<file path="src/ebwbe_pkg.sv">
// Purpose: Shared types and constants of the bus-cycle timing and bank expansion block
// Assumes: 20-bit CPU address, 22-bit expanded external address
// Notes:   Address map boundaries are plain defaults and may be moved per product
package ebwbe_pkg;

    localparam int          AW = 20;
    localparam int          XW = 22;

    // Bus cycle lengths in bus clock cycles
    localparam logic [2:0]  CYC_1 = 3'h1;
    localparam logic [2:0]  CYC_2 = 3'h2;
    localparam logic [2:0]  CYC_3 = 3'h3;
    localparam logic [2:0]  CYC_4 = 3'h4;

    // Wait count and space mode field encodings
    localparam logic [1:0]  WC_ONE   = 2'h0;
    localparam logic [1:0]  WC_TWO   = 2'h1;
    localparam logic [1:0]  SPACE_4M = 2'h3;

    // Address map
    localparam logic [19:0] SFR_LIMIT  = 20'h00400;
    localparam logic [19:0] IRAM_LIMIT = 20'h04000;
    localparam logic [19:0] CS3_LIMIT  = 20'h08000;
    localparam logic [19:0] CS2_LIMIT  = 20'h28000;
    localparam logic [19:0] CS1_LIM_1M = 20'h30000;
    localparam logic [19:0] CS1_LIM_4M = 20'h40000;
    localparam logic [19:0] BANK_BASE  = 20'h40000;
    localparam logic [19:0] BANK_LIMIT = 20'hc0000;
    localparam logic [19:0] IROM_BASE  = 20'hd0000;
    localparam logic [21:0] BANK_OFS   = 22'h040000;
    localparam int          BANK_SHIFT = 19;
    localparam int          HALF_BITS  = 18;

    localparam logic [3:0]  CS_IDLE = 4'hf;

    typedef enum logic [1:0] {RG_SFR, RG_INT, RG_EXT} ebwbe_region_t;
    typedef enum logic       {ST_IDLE, ST_STROBE} ebwbe_state_e_t;

    typedef struct packed {
        logic       internal_wait_bit;
        logic       sfr_cycle_select;
        logic [3:0] area_nowait_bits;
        logic [7:0] area_wait_count_reg;
        logic [3:0] area_mux_bits;
        logic [1:0] space_mode_field;
        logic       internal_area_extend_bit;
        logic [2:0] data_bank_select;
        logic       bank_offset_bit;
        logic       microproc_mode;
    } ebwbe_cfg_t;

    localparam ebwbe_cfg_t CFG_RESET = '{default: '0};

    typedef struct packed {
        ebwbe_cfg_t     cfg;
        ebwbe_state_e_t st;
        ebwbe_region_t  region;
        logic [2:0]     cnt;
        logic [2:0]     cycles;
        logic           rdy_en;
        logic           strobe;
        logic           done;
        logic [3:0]     cs_n;
        logic [21:0]    addr;
    } ebwbe_state_t;

endpackage

</file>
<file path="src/ebwbe_ctrl.sv">
// Purpose: Bus cycle length, chip select and bank address generation of the external bus
// Assumes: Inputs synchronous to MCLK_I; one access at a time, requested while idle
// Notes:   Config writes during an access do not disturb it, the cycle length is latched
`timescale 1ns/1ps
`default_nettype none

module ebwbe_ctrl (
    // Clock, reset, enable
    input  wire logic              MCLK_I,
    input  wire logic              RESETN_I,
    input  wire logic              CE_I,
    // Configuration
    input  wire logic              CFG_WR_I,
    input  wire ebwbe_pkg::ebwbe_cfg_t CFG_I,
    output var  ebwbe_pkg::ebwbe_cfg_t CFG_O,
    // Access request
    input  wire logic              REQ_I,
    input  wire logic [19:0]       ADDR_I,
    input  wire logic              WRITE_I,
    input  wire logic              RDY_N_I,
    // Bus cycle outputs
    output logic                   BUSY_O,
    output logic                   STROBE_O,
    output logic                   DONE_O,
    output logic [3:0]             CS_N_O,
    output logic [21:0]            EXT_ADDR_O,
    output logic [2:0]             CYCLES_O
);

    ebwbe_pkg::ebwbe_state_t s_r;
    ebwbe_pkg::ebwbe_state_t s_nxt;

    localparam ebwbe_pkg::ebwbe_state_t S_RESET = '{
        cfg:    ebwbe_pkg::CFG_RESET,
        st:     ebwbe_pkg::ST_IDLE,
        region: ebwbe_pkg::RG_SFR,
        cnt:    3'h0,
        cycles: 3'h0,
        rdy_en: 1'b0,
        strobe: 1'b0,
        done:   1'b0,
        cs_n:   ebwbe_pkg::CS_IDLE,
        addr:   22'h000000
    };

    always_comb begin
        logic                     is_4m;
        logic                     in_bank;
        logic                     halves;
        logic [1:0]               idx;
        logic [1:0]               wc;
        logic                     nw;
        logic [2:0]               need;
        logic [3:0]               cs_val;
        logic [18:0]              win;
        logic [21:0]              phys;
        ebwbe_pkg::ebwbe_region_t rg;
        is_4m   = (s_r.cfg.space_mode_field == ebwbe_pkg::SPACE_4M);
        in_bank = is_4m && (ADDR_I >= ebwbe_pkg::BANK_BASE)
                        && (ADDR_I < ebwbe_pkg::BANK_LIMIT);
        halves  = !s_r.cfg.microproc_mode && s_r.cfg.internal_area_extend_bit;
        idx     = 2'h0;
        rg      = ebwbe_pkg::RG_EXT;
        win     = 19'(ADDR_I - ebwbe_pkg::BANK_BASE);
        phys    = {2'h0, ADDR_I};
        cs_val  = ebwbe_pkg::CS_IDLE;
        nw      = 1'b0;
        wc      = ebwbe_pkg::WC_ONE;
        need    = ebwbe_pkg::CYC_1;
        // Region decode; internal areas keep every select high
        if (ADDR_I < ebwbe_pkg::SFR_LIMIT) begin
            rg = ebwbe_pkg::RG_SFR;
        end else if (ADDR_I < ebwbe_pkg::IRAM_LIMIT || ADDR_I >= ebwbe_pkg::IROM_BASE) begin
            rg = ebwbe_pkg::RG_INT;
        end else if (ADDR_I < ebwbe_pkg::CS3_LIMIT) begin
            idx = 2'h3;
        end else if (ADDR_I < ebwbe_pkg::CS2_LIMIT) begin
            idx = 2'h2;
        end else if (ADDR_I < (is_4m ? ebwbe_pkg::CS1_LIM_4M : ebwbe_pkg::CS1_LIM_1M)) begin
            idx = 2'h1;
        end
        if (rg == ebwbe_pkg::RG_EXT) begin
            if (in_bank) begin
                cs_val = {s_r.cfg.data_bank_select, 1'b0};
                if (halves) begin
                    phys = {s_r.cfg.data_bank_select, s_r.cfg.bank_offset_bit,
                            win[ebwbe_pkg::HALF_BITS-1:0]};
                end else begin
                    // A 512-Kbyte stride lets the offset step over a bank edge
                    phys = 22'({s_r.cfg.data_bank_select, 19'h00000}) + 22'(win)
                         + (s_r.cfg.bank_offset_bit ? ebwbe_pkg::BANK_OFS : 22'h000000);
                end
            end else begin
                cs_val = ~(4'h1 << idx);
            end
        end
        nw = s_r.cfg.area_nowait_bits[idx];
        wc = s_r.cfg.area_wait_count_reg[2*idx +: 2];
        case (rg)
            ebwbe_pkg::RG_SFR: begin
                need = s_r.cfg.sfr_cycle_select ? ebwbe_pkg::CYC_2 : ebwbe_pkg::CYC_3;
            end
            ebwbe_pkg::RG_INT: begin
                need = s_r.cfg.internal_wait_bit ? ebwbe_pkg::CYC_2 : ebwbe_pkg::CYC_1;
            end
            default: begin
                if (s_r.cfg.area_mux_bits[idx]) begin
                    // No-wait bit is ignored here; software must keep it clear
                    if (wc == ebwbe_pkg::WC_ONE || wc == ebwbe_pkg::WC_TWO) begin
                        need = ebwbe_pkg::CYC_3;
                    end else begin
                        need = ebwbe_pkg::CYC_4;
                    end
                end else if (nw) begin
                    need = WRITE_I ? ebwbe_pkg::CYC_2 : ebwbe_pkg::CYC_1;
                end else begin
                    case (wc)
                        ebwbe_pkg::WC_ONE: need = ebwbe_pkg::CYC_2;
                        ebwbe_pkg::WC_TWO: need = ebwbe_pkg::CYC_3;
                        default:           need = ebwbe_pkg::CYC_4;
                    endcase
                end
            end
        endcase

        s_nxt      = s_r;
        s_nxt.done = 1'b0;
        if (CFG_WR_I) begin
            s_nxt.cfg = CFG_I;
        end
        case (s_r.st)
            ebwbe_pkg::ST_IDLE: begin
                if (REQ_I) begin
                    s_nxt.st     = ebwbe_pkg::ST_STROBE;
                    s_nxt.region = rg;
                    s_nxt.cycles = need;
                    s_nxt.cnt    = need;
                    s_nxt.rdy_en = (rg == ebwbe_pkg::RG_EXT) && !nw;
                    s_nxt.strobe = 1'b1;
                    s_nxt.cs_n   = cs_val;
                    s_nxt.addr   = phys;
                end
            end
            ebwbe_pkg::ST_STROBE: begin
                if (s_r.cnt > ebwbe_pkg::CYC_1) begin
                    s_nxt.cnt = s_r.cnt - ebwbe_pkg::CYC_1;
                end else if (!(s_r.rdy_en && RDY_N_I)) begin
                    s_nxt.st     = ebwbe_pkg::ST_IDLE;
                    s_nxt.strobe = 1'b0;
                    s_nxt.done   = 1'b1;
                    s_nxt.cs_n   = ebwbe_pkg::CS_IDLE;
                end
            end
            default: begin
                s_nxt = S_RESET;
            end
        endcase
    end

    always_ff @(posedge MCLK_I or negedge RESETN_I) begin
        if (!RESETN_I) begin
            s_r <= S_RESET;
        end else if (CE_I) begin
            s_r <= s_nxt;
        end
    end

    assign CFG_O      = s_r.cfg;
    assign BUSY_O     = (s_r.st == ebwbe_pkg::ST_STROBE);
    assign STROBE_O   = s_r.strobe;
    assign DONE_O     = s_r.done;
    assign CS_N_O     = s_r.cs_n;
    assign EXT_ADDR_O = s_r.addr;
    assign CYCLES_O   = s_r.cycles;

    // Checking helpers
    logic       acc;
    logic [3:0] len_q;
    assign acc = REQ_I && (s_r.st == ebwbe_pkg::ST_IDLE);

    always_ff @(posedge MCLK_I or negedge RESETN_I) begin
        if (!RESETN_I) begin
            len_q <= 4'h0;
        end else if (CE_I) begin
            len_q <= s_r.strobe ? len_q + 4'h1 : 4'h0;
        end
    end
endmodule

`default_nettype wire

</file>
<file path="config.mk">
export PLATFORM = sky130hd
export DESIGN_NAME = ebwbe_ctrl
export DESIGN_NICKNAME = d
export VERILOG_FILES = /design/src/ebwbe_pkg.sv /design/src/ebwbe_ctrl.sv
export SDC_FILE = /design/constraint.sdc
export NUM_CORES = 1
export LEC_CHECK = 0
export BUFFER_PORTS_ARGS = -buffer_cell sky130_fd_sc_hd__buf_2
export CAP_MARGIN = 30
export CORE_MARGIN = 1.5
export CORE_UTILIZATION = 46
export DETAILED_ROUTE_END_ITERATION = 10
export HOLD_SLACK_MARGIN = 0.02
export PLACE_DENSITY = 0.81
export SLEW_MARGIN = 20
export SYNTH_ARGS = -nofsm -noshare
export SYNTH_HDL_FRONTEND = slang
export SYNTH_SLANG_ARGS = --single-unit
</file>
<file path="constraint.sdc">
create_clock -name MCLK_I -period 2.35 [get_ports MCLK_I]
set_input_delay 0.235 -clock MCLK_I [delete_from_list [all_inputs] [get_ports MCLK_I]]
set_output_delay 0.235 -clock MCLK_I [all_outputs]
set_load 0.005 [all_outputs]
</file>
# Word level (Yosys, flattened, before mapping)
# Cells that the tools add are included.
[totals]
register_bits = 64
output_inout_bits = 58
[op_classes]
addsub = 4
magnitude_cmp = 10
n_eq_ne = 8
n_shift = 2
muxes = 38
n_bitwise = 2
reduce_logical = 15
[ops]
columns = ["op", "count"]
rows = [
  ["$mux W22", 3],
  ["$add A22 B19 Y22", 2],
  ["$mux W19", 2],
  ["$mux W26", 1],
  ["$ge A20 B19 Y1 const B", 1],
  ["$ge A20 B20 Y1 const B", 1],
  ["$lt A20 B11 Y1 const B", 1],
  ["$lt A20 B15 Y1 const B", 1],
  ["$lt A20 B16 Y1 const B", 1],
  ["$lt A20 B18 Y1 const B", 1],
  ["$lt A20 B19 Y1", 1],
  ["$lt A20 B20 Y1 const B", 1],
  ["$sub A19 B19 Y19 const B", 1],
  ["$pmux W3 S2", 3],
  ["$mux W2", 8],
  ["$mux W3", 4],
  ["$mux W6", 2],
  ["$mux W11", 1],
  ["$mux W4", 2],
  ["$pmux W4 S2", 1],
  ["$shiftx A8 B4 Y2", 1],
  ["$mux W1", 7],
  ["$ne A2 B2 Y1 const B", 3],
  ["$reduce_and A3 Y1", 2],
  ["other kinds (17)", 28],
]

# Logic depth before layout (Yosys ltp)
[depth]
ltp_word = 16
depth_mapped = 11

# Least setup slack after synthesis
# No wires, ideal clock.
[synth_timing]
path_kind = "reg-to-reg"
start = "register s_r, in the netlist CFG_O[6]"
end = "register s_r[32] in the netlist's numbering"
setup_ps = 133
arrival_time_ps = 2166
required_ps = 2217
slack_ps = 51
path_stages_with_launch = 12
synth_period_minus_slack_ps = 2299
cell_sequence = "dfrtp_1 -> nand2_1 -> inv_1 -> ha_1 -> o21ai_0 -> a21oi_1 -> o21ai_2 -> nand2_1 -> mux4_2 -> and3_1 -> o31ai_2 -> nand4_1"
[synth_between]
elab_chain_len = 16
elab_cells_between_ends = 23
cone_classes = "order compare: 1; eq/ne: 2; shift: 1; mux: 17; reduce/logical: 2"
[synth_lines]
columns = ["element", "line_no", "rtl"]
rows = [
  ["from (decl)", "ebwbe_ctrl.sv:30", "ebwbe_pkg::ebwbe_state_t s_r;"],
  ["from (signal assigned)", "ebwbe_ctrl.sv:164", "s_r <= s_nxt;"],
  ["$eq A2 B2 Y1 *", "ebwbe_ctrl.sv:58", "is_4m = (s_r.cfg.space_mode_field == ebwbe_pkg::SPACE_4M);"],
  ["$mux W19 *", "ebwbe_ctrl.sv:79", "end else if (ADDR_I < (is_4m ? ebwbe_pkg::CS1_LIM_4M : ebwbe_pkg::CS1_LIM_1M)) begin"],
  ["$lt A20 B19 Y1 *", "ebwbe_ctrl.sv:79", ""],
  ["$mux W1 *", "ebwbe_ctrl.sv:79", ""],
  ["$mux W2 *", "ebwbe_ctrl.sv:77", "end else if (ADDR_I < ebwbe_pkg::CS2_LIMIT) begin"],
  ["$mux W2 *", "ebwbe_ctrl.sv:75", "end else if (ADDR_I < ebwbe_pkg::CS3_LIMIT) begin"],
  ["$mux W2 *", "ebwbe_ctrl.sv:73", "end else if (ADDR_I < ebwbe_pkg::IRAM_LIMIT || ADDR_I >= ebwbe_pkg::IROM_BASE) begin"],
  ["$mux W2 *", "ebwbe_ctrl.sv:71", "if (ADDR_I < ebwbe_pkg::SFR_LIMIT) begin"],
  ["$shiftx A8 B4 Y2", "ebwbe_ctrl.sv:98", "wc = s_r.cfg.area_wait_count_reg[2*idx +: 2];"],
  ["$eq A2 B1 Y1 or $logic_not A2 Y1 (tied branches)", "ebwbe_ctrl.sv:109, ebwbe_ctrl.sv:117", ""],
  ["$pmux W3 S2 or $logic_or A1 B1 Y1 (tied branches)", "ebwbe_ctrl.sv:117, ebwbe_ctrl.sv:109", ""],
  ["$mux W3 (on tied branches)", "ebwbe_ctrl.sv:114, ebwbe_ctrl.sv:109", ""],
  ["$mux W3 *", "ebwbe_ctrl.sv:107", "if (s_r.cfg.area_mux_bits[idx]) begin"],
  ["$pmux W3 S2 *", "ebwbe_ctrl.sv:99", "case (rg)"],
  ["$mux W11 *", "ebwbe_ctrl.sv:133", "if (REQ_I) begin"],
  ["$pmux W3 S2 *", "ebwbe_ctrl.sv:131", "case (s_r.st)"],
]
# Every way passes the cells marked *; elsewhere a longest branch is shown, timed or not. The select of a mux whose other input is x is not followed.
# A chain may end at the register's enable or synchronous reset.

# Worst setup path after layout
[layout_timing]
start = "register s_r, in the netlist CFG_O[6]"
end = "register s_r, in the netlist CYCLES_O[1]"
[layout_between]
elab_chain_len = 14
elab_cells_between_ends = 21
cone_classes = "order compare: 1; eq/ne: 2; shift: 1; mux: 15; reduce/logical: 2"
[layout_lines]
columns = ["element", "line_no"]
rows = [
  ["$eq A2 B2 Y1 *", "ebwbe_ctrl.sv:58"],
  ["$mux W19 *", "ebwbe_ctrl.sv:79"],
  ["$lt A20 B19 Y1 *", "ebwbe_ctrl.sv:79"],
  ["$mux W1 *", "ebwbe_ctrl.sv:79"],
  ["$mux W2 *", "ebwbe_ctrl.sv:77"],
  ["$mux W2 *", "ebwbe_ctrl.sv:75"],
  ["$mux W2 *", "ebwbe_ctrl.sv:73"],
  ["$mux W2 *", "ebwbe_ctrl.sv:71"],
  ["$shiftx A8 B4 Y2", "ebwbe_ctrl.sv:98"],
  ["$eq A2 B1 Y1 or $logic_not A2 Y1 (tied branches)", "ebwbe_ctrl.sv:109, ebwbe_ctrl.sv:117"],
  ["$pmux W3 S2 or $logic_or A1 B1 Y1 (tied branches)", "ebwbe_ctrl.sv:117, ebwbe_ctrl.sv:109"],
  ["$mux W3 (on tied branches)", "ebwbe_ctrl.sv:114, ebwbe_ctrl.sv:109"],
  ["$mux W3 *", "ebwbe_ctrl.sv:107"],
  ["$pmux W3 S2 *", "ebwbe_ctrl.sv:99"],
]
# Marked as above.

==> impl_metrics.yaml <==
clock_network:
  clock_latency_ns: 0.33
  root_buffer: "clkbuf_8"
  cts_max_level: 3
  cts_sinks: 62
  cts_tree: "done"
  clk_pin_slew_ns: 0.07
  cts_made_buffers: 9
  cts.path.max_buffers: 2
critical_path:
  end_kind: "register"
  crit_type: "reg -> reg"
  start_kind: "register"
  crit_required_ns: 2.57
  worstPathArrival_ns: 2.55
  crit_fanout: 4
power_and_ir_drop:
  comb_power_share_pct: 33.0
  power.total_uw: 3710
  ir_drop_v: 0.000439
  p_switching_uw: 1170
  seq_power_share_pct: 45.1
  clkPwrFrac_pct: 21.9
  power_density_nw_per_um2: 955
  leakagePower_uw: 0.00191
  switching_share_pct: 31.6
  intPower_uw: 2540
timing:
  rsz0062_at_grt: "yes"
  period_needed_ns: 2.33
  hold_viol_final: 0
  clock_skew_ns: 0.00568
  slew_viol_final: 0
  layout_setup_ws_ns: 0.0159
  slew_headroom_pct: 48.9
  fin_crit_sh_pct: 99.3
  setup_viol: 0
  worst_slew_pin_slew_ns: 0.766
  fmax_mhz: 428
  fin_hold_ws_ns: 0.0641
global_routing:
  grt_first_pass_wirelength_um: 11100
  grt_pass1_vias: 2336
  antenna_found_initial: 1
  grt_max_degree: 63
  gr-total-overflow: 0
  grt_util_all_layers_pct: 19.0
floorplan:
  core_area_um2: 6870
  ioPinCount: 111
  die_width_um: 87.9
  die-height_um: 87.9
  start_util_pct: 48.2
  fp-row-count: 30
  die_area_um2: 7720
finish:
  final_common_cell: "buf_2"
  fill_cells: 603
  final_cell_area_um2: 3880
  layout-drive-gt1-share_pct: 58.4
  synthToLayoutAreaGrowth_pct: 17.2
  final_util_pct: 56.5
  layout_common_cells: "buf_2 (110), dfrtp_1 (58), mux2_2 (44)"
  finalNetCount: 422
yosys:
  syn_nets: 349
  yosysTopAreaCellShare_pct: 43.8
  ys_top_cells_by_area: "dfrtp_1 (44%), mux2_2 (15%), buf_4 (12%)"
  async_flop_share_pct: 100
  synth_area_um2: 3310
  synth-simple-area-share_pct: 9.10
  synth_area_leader_cell: "dfrtp_1"
  synthCells: 290
  muxShareOfSynthArea_pct: 16.5
  ys_warn_count: 0
  synth_compound_area_share_pct: 9.44
  synth_seq_area_share_pct: 47.0
  synth_top_family_by_area: "multiplexers"
  synth_adder_area_share_pct: 2.27
  yosysUniqueCellTypes: 46
  synth.avg_cell_area_um2: 11.4
  synth-seq-cells: 62
  synthXorXnorAreaFrac_pct: 0.793
  synth_edf_count: 0
  yosys_most_used_dff: "dfrtp_1"
routing:
  drt-initial-drc-count: 70
  wl_per_cell_um: 14.9
  wl_um: 6940
  drc_errors: 0
  antenna_left: 0
  via_count: 2306
  drtPass1Iterations: 4
  routed_via_density: 4.96
run_status:
  status: "complete, no violations"
placement:
  port-buffer-count: 110
  hpwl_um: 5170
  gp_congestion: 0.771
  detailedPlace.worstSlack_ns: -0.140
  placed_area_um2: 3620
min_path:
  hp-class: "in -> async"
flow_run:
  cap_violations: 0
==> area by class of cell <==
| class | count | area, um^2 | share of cell area (%) |
|---|---|---|---|
| Multi-Input combinational cell | 156 | 1330 | 34.2 |
| Timing Repair Buffer | 127 | 678 | 17.5 |
| Antenna cell | 1 | 2.50 | 0.0645 |
| Clock inverter | 4 | 22.5 | 0.580 |
| Clock buffer | 12 | 145 | 3.74 |
| Inverter | 7 | 26.3 | 0.677 |
| Sequential cell | 62 | 1560 | 40.1 |
| Tap cell | 96 | 120 | 3.10 |
==> power by group through the flow <==
stage	Combinational (uW)	Clock, uW	Sequential, uW
after floorplan	1080	0	1630
after CTS	1230	837	1670
after detailed placement	1190	0	1690
after global routing	1360	898	1720
final	1220	812	1670
after global placement	1150	0	1680
==> kinds of logic after synthesis <==
logic type,count (synthesis)
mux,48
fa+ha+maj,6
flops,62
buf+inv,72
compound gates,40
simple gates,59
xor+xnor,3
==> final timing paths <==
kind | cells after the start | slack [ns] | startpoint | end
worst max register to register | 11 | 0.02 | CFG_O[6]$_DFFE_PN0P_ | CYCLES_O[1]$_DFFE_PN0P_
worst max-delay path | 11 | 0.02 | CFG_O[6]$_DFFE_PN0P_ | CYCLES_O[1]$_DFFE_PN0P_
max in group asynchronous | 2 | 1.78 | RESETN_I | EXT_ADDR_O[14]$_DFFE_PN0P_
min in group MCLK_I | 2 | 0.13 | ADDR_I[0] | EXT_ADDR_O[0]$_DFFE_PN0P_
worst min register to register | 2 | 0.47 | EXT_ADDR_O[20]$_DFFE_PN0P_ | EXT_ADDR_O[20]$_DFFE_PN0P_
worst min-delay path | 2 | 0.06 | RESETN_I | CFG_O[9]$_DFFE_PN0P_
==> flip-flops by register name (all words and copies together), names as in the netlist <==
| signal | count |
|---|---|
| STROBE_O | 1 |
| CFG_O | 26 |
| BUSY_O | 1 |
| DONE_O | 1 |
| EXT_ADDR_O | 22 |
| s_r | 4 |
| CYCLES_O | 3 |
| CS_N_O | 4 |
==> Yosys cell counts (2+ instances only) <==
cell	number
nor4_1	3
a21o_1	3
buf_4	55
dfrtp_1	58
nand3_1	2
mux2i_1	3
clkbuf_1	8
inv_2	2
a221oi_2	2
nand3b_1	2
a21oi_1	5
o21ai_2	2
nor3_1	3
nor3_2	2
inv_1	5
buf_6	2
o31ai_1	3
nand2_1	22
o211ai_1	2
ha_1	6
nand4_1	3
a22o_1	5
mux2_2	44
and2_4	2
xor2_1	3
o21ai_0	6
nor2_1	14
dfstp_2	4
nor4_2	2
==> metrics by stage <==
stage          setup TNS (ns)  cells
6_report                    0    465
2_1_floorplan               0    290
3_3_place_gp         -0.00784    445
3_5_place_dp           -0.501    445
5_1_grt                -0.495    464
4_1_cts                     0    462
==> metal layers <==
metal  wire (um)  vias up  GRT usage [%]
li1            -     1112              -
met1        3070     1113           24.0
met2        3350       75           30.6
met3         441        6           6.03
met4          76        0           6.64
met5           0        -              0
==> critical path: stages, from the launching register on <==
cell and delay [ns]:
dfrtp_1 0.40, nand2_2 0.09, inv_2 0.05, ha_4 0.26
o21ai_2 0.05, a21oi_2 0.13, o21ai_2 0.11, and2_4 0.17
a221o_2 0.40, nor3_4 0.27, o21ai_2 0.10, a22o_1 0.17
==> what timing repair did <==
action	CTS	global route
endpoints found under the setup margin	6	6
resized for setup	9	3
hold buffers	0	0
setup buffers	1	2
pin swaps	6	9
(Power assumes the default switching activity.)
